<file path="config.mk">
export PLATFORM = sky130hd
export DESIGN_NAME = mic_irq_ctrl
export DESIGN_NICKNAME = d
export VERILOG_FILES = /design/src/design/mic_irq_ctrl.v
export VERILOG_INCLUDE_DIRS = /design/src /design/src/include
export SDC_FILE = /design/constraint.sdc
export NUM_CORES = 1
export LEC_CHECK = 0
export BUFFER_PORTS_ARGS = -buffer_cell sky130_fd_sc_hd__buf_4
export CORE_MARGIN = 2
export CORE_UTILIZATION = 50
export CTS_BUF_LIST = sky130_fd_sc_hd__clkbuf_8
export CTS_CLUSTER_DIAMETER = 200
export CTS_CLUSTER_SIZE = 40
export DETAILED_ROUTE_END_ITERATION = 8
export PLACE_DENSITY = 0.7
export SETUP_SLACK_MARGIN = 0.5
export SLEW_MARGIN = 20
export SYNTH_ARGS = -nofsm -noshare
export SYNTH_HDL_FRONTEND = slang
export SYNTH_SLANG_ARGS = --single-unit
</file>
<file path="constraint.sdc">
create_clock -name CLK -period 26.2 [get_ports CLK]
set_clock_uncertainty 0.05 [all_clocks]
set_input_delay 1.31 -clock CLK [delete_from_list [all_inputs] [get_ports CLK]]
set_output_delay 1.31 -clock CLK [all_outputs]
set_load 0.005 [all_outputs]
</file>
<file path="src/include/mic_defs.vh">
`ifndef MIC_DEFS_VH
`define MIC_DEFS_VH
// Register byte offsets
`define MIC_OFF_INFO  8'h00
`define MIC_OFF_FLAG  8'h04
`define MIC_OFF_VBASE 8'h08
`define MIC_OFF_TEMP  8'h0C
`define MIC_OFF_STAT  8'h10
`define MIC_CTRL_PAGE 3'h2
// Flag word fields
`define MIC_FLG_I     0
`define MIC_FLG_D     1
`define MIC_FLG_U     2
`define MIC_FLG_IPL   6:4
`define MIC_FLG_RST   12'h000
// Control register fields
`define MIC_CTL_LVL   2:0
`define MIC_CTL_REQ   3
// Entry timing in cycles
`define MIC_ENT_16    5'h12
`define MIC_ENT_8     5'h14
`define MIC_EXT_DBC   5'h02
`define MIC_EXT_DBG   5'h01
`define MIC_MAX_WAIT  6'h1E
`define MIC_WR_WORD   5'h02
`define MIC_WR_BYTE   5'h04
// Levels and numbers
`define MIC_LVL_TOP   3'h7
`define MIC_SWI_ULO   6'h20
`define MIC_NUM_BASE  6'h15
// Accepted source kinds
`define MIC_K_MASK    3'h0
`define MIC_K_NMI     3'h1
`define MIC_K_DBC     3'h2
`define MIC_K_WDT     3'h3
`define MIC_K_STEP    3'h4
`define MIC_K_AM      3'h5
`define MIC_K_SWI     3'h6
// Bus answers
`define MIC_OKAY      2'h0
`define MIC_SLVERR    2'h2
`endif

</file>
<file path="src/design/mic_irq_ctrl.v">
`timescale 1ns/10ps
`default_nettype none
`include "mic_defs.vh"
module mic_irq_ctrl (
    input  wire        CLK,
    input  wire        NRST,
    input  wire        AWVALID,
    output wire        AWREADY,
    input  wire [7:0]  AWADDR,
    input  wire        WVALID,
    output wire        WREADY,
    input  wire [31:0] WDATA,
    input  wire [3:0]  WSTRB,
    output wire        BVALID,
    input  wire        BREADY,
    output wire [1:0]  BRESP,
    input  wire        ARVALID,
    output wire        ARREADY,
    input  wire [7:0]  ARADDR,
    output wire        RVALID,
    input  wire        RREADY,
    output wire [31:0] RDATA,
    output wire [1:0]  RRESP,
    input  wire [7:0]  SRC_REQ,
    input  wire        NMI_REQ,
    input  wire        WDT_REQ,
    input  wire        DBC_REQ,
    input  wire        STEP_REQ,
    input  wire        AMATCH_REQ,
    input  wire        SWI_REQ,
    input  wire [5:0]  SWI_NUM,
    input  wire        INSTR_DONE,
    input  wire        BLOCK_OP_ACTIVE,
    input  wire [19:0] CPU_PC,
    input  wire        SP_ODD,
    input  wire        BUS_8BIT,
    output wire        SUSPEND,
    output wire        ENTRY_BUSY,
    output wire        ENTRY_DONE,
    output wire [2:0]  ENTRY_KIND,
    output wire [19:0] VECTOR_ADDR,
    output wire        VECTOR_FIXED,
    output wire        STACK_WR,
    output wire        STACK_BYTE,
    output wire [15:0] STACK_DATA
);
localparam ST_IDLE  = 2'b01;
localparam ST_ENTRY = 2'b10;
integer i;
reg  [1:0]  st_r;
reg  [11:0] flag_r;
reg  [11:0] flag_nxt;
reg  [11:0] temp_r;
reg  [19:0] vbase_r;
reg  [19:0] vec_r;
reg         vfix_r;
reg  [2:0]  kind_r;
reg  [2:0]  alvl_r;
reg  [5:0]  anum_r;
reg  [19:0] pc_r;
reg         spo_r;
reg  [4:0]  tot_r;
reg  [4:0]  step_r;
reg         done_r;
reg         susp_r;
reg         swr_r;
reg  [15:0] sdat_r;
reg         nmi_p_r, wdt_p_r, dbc_p_r, stp_p_r, am_p_r, swi_p_r;
reg  [5:0]  swn_r;
reg  [5:0]  wait_r;
reg         ovr_r;
reg         awh_r, wh_r, bv_r, rv_r;
reg  [7:0]  awa_r;
reg  [31:0] wd_r;
reg  [3:0]  ws_r;
reg  [1:0]  br_r, rr_r;
reg  [31:0] rd_r;
wire [7:0]  req_w;
wire [23:0] lvl_w;
reg  [7:0]  elig;
reg  [2:0]  best_lvl;
reg  [2:0]  best_idx;
reg         best_ok;
reg  [31:0] rmux;
reg         rmap;
////////////////////////////////////////////////////////////////////////////////
// Bus handshakes
assign AWREADY = ~awh_r & ~bv_r;
assign WREADY  = ~wh_r & ~bv_r;
assign ARREADY = ~rv_r;
assign BVALID  = bv_r;
assign BRESP   = br_r;
assign RVALID  = rv_r;
assign RDATA   = rd_r;
assign RRESP   = rr_r;
wire        do_wr = awh_r & wh_r & ~bv_r;
wire        do_rd = ARVALID & ~rv_r;
wire [31:0] wmask = {{8{ws_r[3]}}, {8{ws_r[2]}}, {8{ws_r[1]}}, {8{ws_r[0]}}};
wire        ctl_sel = (awa_r[7:5] == `MIC_CTRL_PAGE) & (awa_r[1:0] == 2'b00);
wire        wr_flag = do_wr & (awa_r == `MIC_OFF_FLAG);
wire        wr_vb   = do_wr & (awa_r == `MIC_OFF_VBASE);
wire        wr_st   = do_wr & (awa_r == `MIC_OFF_STAT) & ws_r[0];
wire        wmap    = ctl_sel | (awa_r == `MIC_OFF_FLAG) | (awa_r == `MIC_OFF_VBASE)
                    | (awa_r == `MIC_OFF_STAT) | (awa_r == `MIC_OFF_TEMP)
                    | (awa_r == `MIC_OFF_INFO);
wire [31:0] fmerge  = ({20'h00000, flag_r} & ~wmask) | (wd_r & wmask);
wire [31:0] vmerge  = ({12'h000, vbase_r} & ~wmask) | (wd_r & wmask);
////////////////////////////////////////////////////////////////////////////////
// Resolution of maskable requests
wire [2:0] processor_priority_threshold = flag_r[`MIC_FLG_IPL];
always @* begin
    best_lvl = 3'h0;
    best_idx = 3'h0;
    best_ok  = 1'b0;
    for (i = 0; i < 8; i = i + 1) begin
        elig[i] = flag_r[`MIC_FLG_I] & req_w[i] & (lvl_w[i*3 +: 3] > processor_priority_threshold);
        if (elig[i] && (!best_ok || lvl_w[i*3 +: 3] > best_lvl)) begin
            best_lvl = lvl_w[i*3 +: 3];
            best_idx = i[2:0];
            best_ok  = 1'b1;
        end
    end
end
wire [5:0] best_num = `MIC_NUM_BASE + {3'h0, best_idx};
////////////////////////////////////////////////////////////////////////////////
// Acceptance
wire idle     = st_r[0];
wire boundary = INSTR_DONE | BLOCK_OP_ACTIVE;
wire any_pend = nmi_p_r | dbc_p_r | wdt_p_r | best_ok | stp_p_r | am_p_r | swi_p_r;
wire accept   = idle & boundary & any_pend;
reg  [2:0] k;
always @* begin
    if (nmi_p_r)      k = `MIC_K_NMI;
    else if (dbc_p_r) k = `MIC_K_DBC;
    else if (wdt_p_r) k = `MIC_K_WDT;
    else if (best_ok) k = `MIC_K_MASK;
    else if (stp_p_r) k = `MIC_K_STEP;
    else if (am_p_r)  k = `MIC_K_AM;
    else              k = `MIC_K_SWI;
end
wire        k_var  = (k == `MIC_K_MASK) | (k == `MIC_K_SWI);
wire [5:0]  k_num  = (k == `MIC_K_MASK) ? best_num : swn_r;
wire [19:0] k_vec  = vbase_r + {12'h000, k_num, 2'b00};
wire        k_vodd = k_var & vbase_r[0];
wire [4:0]  k_ext  = (k == `MIC_K_DBC) ? `MIC_EXT_DBC :
                     ((k == `MIC_K_STEP) | (k == `MIC_K_AM)) ? `MIC_EXT_DBG : 5'h00;
wire [4:0]  k_base = BUS_8BIT ? `MIC_ENT_8 :
                     (`MIC_ENT_16 + {4'h0, k_vodd} + {4'h0, SP_ODD});
wire info_rd  = do_rd & (ARADDR == `MIC_OFF_INFO) & best_ok;
wire seq_clr  = accept & (k == `MIC_K_MASK);
wire last     = st_r[1] & (step_r == tot_r - 5'h01);
wire [4:0] nwr = spo_r ? `MIC_WR_BYTE : `MIC_WR_WORD;
////////////////////////////////////////////////////////////////////////////////
// Per-source control registers
genvar g;
generate
    for (g = 0; g < 8; g = g + 1) begin : src
        reg  [2:0] lvl_r;
        reg        req_r;
        wire       cw  = do_wr & ctl_sel & (awa_r[4:2] == g) & ws_r[0];
        wire       clr = (cw & ~wd_r[`MIC_CTL_REQ])
                       | ((info_rd | seq_clr) & (best_idx == g));
        always @(posedge CLK or negedge NRST) begin
            if (!NRST) begin
                lvl_r <= 3'h0;
                req_r <= 1'b0;
            end else begin
                if (SRC_REQ[g])
                    req_r <= 1'b1;
                else if (clr)
                    req_r <= 1'b0;
                if (cw)
                    lvl_r <= wd_r[`MIC_CTL_LVL];
            end
        end
        assign req_w[g] = req_r;
        assign lvl_w[g*3 +: 3] = lvl_r;
    end
endgenerate
////////////////////////////////////////////////////////////////////////////////
// Flag word
always @* begin
    flag_nxt = wr_flag ? fmerge[11:0] : flag_r;
    if (accept) begin
        flag_nxt[`MIC_FLG_I] = 1'b0;
        flag_nxt[`MIC_FLG_D] = 1'b0;
        if (!((k == `MIC_K_SWI) && (swn_r >= `MIC_SWI_ULO)))
            flag_nxt[`MIC_FLG_U] = 1'b0;
    end
    if (last) begin
        if (kind_r == `MIC_K_MASK)
            flag_nxt[`MIC_FLG_IPL] = alvl_r;
        else if ((kind_r == `MIC_K_NMI) || (kind_r == `MIC_K_WDT))
            flag_nxt[`MIC_FLG_IPL] = `MIC_LVL_TOP;
    end
end
always @(posedge CLK or negedge NRST) begin
    if (!NRST) begin
        flag_r  <= `MIC_FLG_RST;
        temp_r  <= 12'h000;
        vbase_r <= 20'h00000;
    end else begin
        flag_r <= flag_nxt;
        if (accept)
            temp_r <= flag_r;
        if (wr_vb)
            vbase_r <= vmerge[19:0];
    end
end
////////////////////////////////////////////////////////////////////////////////
// Special sources, latency watch
always @(posedge CLK or negedge NRST) begin
    if (!NRST) begin
        nmi_p_r <= 1'b0;
        wdt_p_r <= 1'b0;
        dbc_p_r <= 1'b0;
        stp_p_r <= 1'b0;
        am_p_r  <= 1'b0;
        swi_p_r <= 1'b0;
        swn_r   <= 6'h00;
        wait_r  <= 6'h00;
        ovr_r   <= 1'b0;
    end else begin
        nmi_p_r <= NMI_REQ    | (nmi_p_r & ~(accept & (k == `MIC_K_NMI)));
        wdt_p_r <= WDT_REQ    | (wdt_p_r & ~(accept & (k == `MIC_K_WDT)));
        dbc_p_r <= DBC_REQ    | (dbc_p_r & ~(accept & (k == `MIC_K_DBC)));
        stp_p_r <= STEP_REQ   | (stp_p_r & ~(accept & (k == `MIC_K_STEP)));
        am_p_r  <= AMATCH_REQ | (am_p_r  & ~(accept & (k == `MIC_K_AM)));
        if (SWI_REQ & ~swi_p_r) begin
            swi_p_r <= 1'b1;
            swn_r   <= SWI_NUM;
        end else if (accept & (k == `MIC_K_SWI)) begin
            swi_p_r <= 1'b0;
        end
        if (idle & any_pend & ~boundary) begin
            if (wait_r != `MIC_MAX_WAIT)
                wait_r <= wait_r + 6'h01;
        end else begin
            wait_r <= 6'h00;
        end
        if (idle & any_pend & ~boundary & (wait_r == `MIC_MAX_WAIT))
            ovr_r <= 1'b1;
        else if (wr_st & wd_r[0])
            ovr_r <= 1'b0;
    end
end
////////////////////////////////////////////////////////////////////////////////
// Entry sequencer
wire [15:0] w0  = {pc_r[19:16], temp_r};
wire [15:0] w1  = pc_r[15:0];
wire        sel = spo_r ? step_r[1] : step_r[0];
wire [15:0] wsel = sel ? w1 : w0;
always @(posedge CLK or negedge NRST) begin
    if (!NRST) begin
        st_r   <= ST_IDLE;
        step_r <= 5'h00;
        tot_r  <= `MIC_ENT_16;
        kind_r <= `MIC_K_MASK;
        alvl_r <= 3'h0;
        anum_r <= 6'h00;
        vec_r  <= 20'h00000;
        vfix_r <= 1'b0;
        pc_r   <= 20'h00000;
        spo_r  <= 1'b0;
        done_r <= 1'b0;
        susp_r <= 1'b0;
        swr_r  <= 1'b0;
        sdat_r <= 16'h0000;
    end else begin
        done_r <= 1'b0;
        susp_r <= 1'b0;
        swr_r  <= 1'b0;
        case (st_r)
            ST_IDLE: begin
                if (accept) begin
                    st_r   <= ST_ENTRY;
                    susp_r <= ~INSTR_DONE;
                    step_r <= 5'h00;
                    tot_r  <= k_base + k_ext;
                    kind_r <= k;
                    alvl_r <= best_lvl;
                    anum_r <= k_num;
                    vec_r  <= k_var ? k_vec : 20'h00000;
                    vfix_r <= ~k_var;
                    pc_r   <= CPU_PC;
                    spo_r  <= SP_ODD;
                end
            end
            ST_ENTRY: begin
                step_r <= step_r + 5'h01;
                if (step_r < nwr) begin
                    swr_r  <= 1'b1;
                    sdat_r <= spo_r ? {8'h00, step_r[0] ? wsel[15:8] : wsel[7:0]} : wsel;
                end
                if (last) begin
                    st_r   <= ST_IDLE;
                    done_r <= 1'b1;
                end
            end
            default: st_r <= ST_IDLE;
        endcase
    end
end
assign SUSPEND      = susp_r;
assign ENTRY_BUSY   = st_r[1];
assign ENTRY_DONE   = done_r;
assign ENTRY_KIND   = kind_r;
assign VECTOR_ADDR  = vec_r;
assign VECTOR_FIXED = vfix_r;
assign STACK_WR     = swr_r;
assign STACK_BYTE   = spo_r;
assign STACK_DATA   = sdat_r;
////////////////////////////////////////////////////////////////////////////////
// Register bus
always @* begin
    rmux = 32'h00000000;
    rmap = 1'b1;
    if (ARADDR[7:5] == `MIC_CTRL_PAGE && ARADDR[1:0] == 2'b00) begin
        rmux = {28'h0000000, req_w[ARADDR[4:2]], lvl_w[ARADDR[4:2]*3 +: 3]};
    end else begin
        case (ARADDR)
            `MIC_OFF_INFO:  rmux = best_ok ? {23'h000000, best_lvl, best_num} : 32'h00000000;
            `MIC_OFF_FLAG:  rmux = {20'h00000, flag_r};
            `MIC_OFF_VBASE: rmux = {12'h000, vbase_r};
            `MIC_OFF_TEMP:  rmux = {20'h00000, temp_r};
            `MIC_OFF_STAT:  rmux = {30'h00000000, st_r[1], ovr_r};
            default:        rmap = 1'b0;
        endcase
    end
end
always @(posedge CLK or negedge NRST) begin
    if (!NRST) begin
        awh_r <= 1'b0;
        wh_r  <= 1'b0;
        bv_r  <= 1'b0;
        rv_r  <= 1'b0;
        awa_r <= 8'h00;
        wd_r  <= 32'h00000000;
        ws_r  <= 4'h0;
        br_r  <= `MIC_OKAY;
        rr_r  <= `MIC_OKAY;
        rd_r  <= 32'h00000000;
    end else begin
        if (AWVALID & ~awh_r & ~bv_r) begin
            awh_r <= 1'b1;
            awa_r <= AWADDR;
        end
        if (WVALID & ~wh_r & ~bv_r) begin
            wh_r <= 1'b1;
            wd_r <= WDATA;
            ws_r <= WSTRB;
        end
        if (do_wr) begin
            awh_r <= 1'b0;
            wh_r  <= 1'b0;
            bv_r  <= 1'b1;
            br_r  <= wmap ? `MIC_OKAY : `MIC_SLVERR;
        end else if (bv_r & BREADY) begin
            bv_r <= 1'b0;
        end
        if (do_rd) begin
            rv_r <= 1'b1;
            rd_r <= rmux;
            rr_r <= rmap ? `MIC_OKAY : `MIC_SLVERR;
        end else if (rv_r & RREADY) begin
            rv_r <= 1'b0;
        end
    end
end
endmodule
`default_nettype wire

</file>
==> impl_metrics.ini <==
[clock_tree]
ctsHoldBuffers = 0
post-cts-setup-buffers = 0
clk_latency_ps = 560
cts_root_buf = clkbuf_8
cts_buffers = 9
numClockSinks = 230
htreeDepth = 1
clk_pin_slew_ps = 230
clock_path_buffers = 3
cts_tree = built
cts_resized = 0

[setup_path]
rr_startpoint = flag_r[5]$_DFF_PN0_
crit_arrival_ps = 14980
crit_top_cell = ha_1
regToRegEndpoint = VECTOR_ADDR[19]$_DFFE_PN0P_
critPathMaxFanout = 9
crit_required_ps = 26550
cpPeakStageDelay_ps = 520
r2r_slack_ps = 11570
endpoint_kind = flip-flop
start_kind = flip-flop
worstSetupPathType = flip-flop to flip-flop
slowest_stage = o32ai_1
reg2reg_depth = 62

[synth]
synth_top_area_share_pct = 45.4
synth_edf_count = 0
synth_top_area_cell = dfrtp_1
ys_warn_count = 0
async_flop_share_pct = 100
synthesis.area_sq_um = 12600
ys_seq_area_share_pct = 45.8
synth-seq-cells = 230
synthTopCellsByArea = dfrtp_1 45%, mux2_2 9.7%, ha_1 6.7%
syn_area_per_cell_sq_um = 10.8
synth_cell_types = 79
synth_ff_type = dfrtp_1
synthCells = 1164

[detailed_routing]
firstDrtPassIters = 7
via_count = 9428
antenna_left = 0
route.detailed.wl_per_inst_microns = 19.6
first_iter_violations = 801
vias_per_cell = 5.78
routed_wl_microns = 31900
drc = 0

[sta]
slew_headroom_pct = 32.9
hold_slack_ps = 447
rsz0062_at_grt = no
max_clock_freq_mhz = 68.3
finalHoldViolations = 0
setup_viol = 0
fin_tns_setup_ps = 0
report.final.slew_viol_count = 0
min_period_ps = 14630
worstMarginPinSlew_ps = 1000
fin_crit_sh_pct = 55.8

[floorplanning]
die_area_sq_um = 26400
die_height_microns = 163
initial_utilization_pct = 50.4
core-area_sq_um = 25000
row_count = 58
dieWidth_microns = 163
num_io_pins = 189

[power]
p_seq_share_pct = 53.6
p_int_mw = 0.612
p_clk_share_pct = 14.5
ir_drop_v = 0.0000462
p_comb_share_pct = 31.9
switching_share_pct = 36.1
p_per_area_nw_per_um2 = 67.7
p_switching_mw = 0.346
p_leak_nw = 6.48

[min_path]
holdPathStages = 2
min_from = tot_r[1]$_DFFE_PN1P_
hold_path_end = tot_r[1]$_DFFE_PN1P_
hp-class = flip-flop to flip-flop

[finish]
finalInstanceArea_sq_um = 14200
area_growth_pct = 12.6
final_cell_mix = 228 x dfrtp_1, 169 x buf_4, 168 x nand2_1, 108 x mux2_2, 67 x ha_1
diodes = 0
final_common_cell = dfrtp_1
nNetsFinal = 1472
final_cells = 1630
final_core_util_pct = 56.7
drive_gt1_share_pct = 26.0

[global_routing]
grt_start_max_net_pins = 88
track_usage_pct = 24.3
antenna_found_initial = 0
overflow = 0
grt_pass1_vias = 9311
grt_pass1_wl_microns = 51100

[status]
outcome = completed

[place]
io_buffers = 161
placed_cell_area_sq_um = 14000
dp_cells = 1619
hpwl_microns = 24000
routabilityCongestion = 0.901

[job]
maxCapViolCount = 0
==> power by group through the flow <==
stage | sequential [mW] | combinational [mW] | clock (mW)
2_1_floorplan | 0.480 | 0.233 | 0
6_report | 0.514 | 0.305 | 0.139
5_1_grt | 0.525 | 0.342 | 0.154
3_5_place_dp | 0.521 | 0.308 | 0
4_1_cts | 0.514 | 0.309 | 0.142
3_3_place_gp | 0.516 | 0.299 | 0
==> stage by stage <==
step                      setup slack [ps]  total power, mW
after floorplan                      13900            0.713
after global placement               12190            0.815
after detailed placement             11920            0.830
after CTS                            11800            0.965
after global routing                 10460             1.02
final                                11570            0.958
==> layout make-up <==
type                       instances  area (sq um)
clock buffer                       9           124
inverter                          35           131
fill                            2268         10800
timing repair buffer             170          1280
sequential                       230          5760
multi-input combinational        854          6430
clock inverter                     2          15.0
tap                              330           413
==> logic make-up (layout without fill, tap and decap cells) <==
group | Yosys count | after routing | synth area share [%]
mux | 150 | 150 | 14.9
compound gates | 236 | 236 | 13.7
simple gates | 359 | 359 | 13.3
buf+inv | 93 | 216 | 3.47
flops | 230 | 230 | 45.8
fa+ha+maj | 69 | 69 | 6.99
other cells | 1 | 14 | 0.0298
xor+xnor | 26 | 26 | 1.81
==> routing by layer <==
layer  global-route usage [%]  vias up  share of wire [%]
met2                     38.6      300                 46
met5                        0        -                  0
met3                     3.57       40                6.5
met4                     4.71        0                2.0
met1                     35.7     4657                 46
li1                         -     4431                  -
==> worst max-delay path by stage <==
stage / from / to / slack, ps / cells after the start
after detailed placement: flag_r[5]$_DFF_PN0_ / VECTOR_ADDR[19]$_DFFE_PN0P_ / 11920 / 62
final: flag_r[5]$_DFF_PN0_ / VECTOR_ADDR[19]$_DFFE_PN0P_ / 11570 / 62
after floorplan: flag_r[5]$_DFF_PN0_ / VECTOR_ADDR[14]$_DFFE_PN0P_ / 13900 / 66
after global placement: flag_r[5]$_DFF_PN0_ / VECTOR_ADDR[19]$_DFFE_PN0P_ / 12190 / 62
after global routing: flag_r[5]$_DFF_PN0_ / VECTOR_ADDR[19]$_DFFE_PN0P_ / 10460 / 62
after CTS: flag_r[5]$_DFF_PN0_ / VECTOR_ADDR[19]$_DFFE_PN0P_ / 11800 / 62
==> Yosys cell counts, types with 4 or more instances <==
cell / n
a31oi_1: 10
nor4b_1: 5
inv_1: 34
a32oi_1: 5
nor2b_1: 22
mux2_4: 6
buf_2: 10
a21o_1: 12
and2_1: 10
o32ai_1: 4
xor2_1: 12
or2_2: 5
a21oi_1: 22
or3_1: 7
nor3_1: 11
a22oi_1: 16
o21a_1: 10
clkbuf_1: 29
o211ai_1: 5
o21ai_1: 13
buf_4: 18
nand3b_1: 5
o21ai_0: 48
nand2b_1: 9
o21bai_1: 6
dfrtp_1: 228
mux4_2: 16
mux2_2: 108
mux2i_1: 20
ha_1: 67
nand3_1: 36
nor2_1: 59
a22o_1: 13
o31ai_1: 29
nand2_1: 168
xnor2_1: 14
nand4_1: 4
==> worst max-delay path: cells and delay by family, from the launching register on <==
| kind | cells | cell delay, ps |
|---|---|---|
| AO/OA/AOI/OAI | 31 | 6540 |
| adder cells (fa/ha/maj) | 11 | 3330 |
| AND/OR/NAND/NOR | 15 | 2570 |
| multiplexers | 3 | 960 |
| flip-flops | 1 | 470 |
| buffers and inverters | 1 | 360 |
| XOR/XNOR | 1 | 190 |
Power figures use the tool's default switching activity.
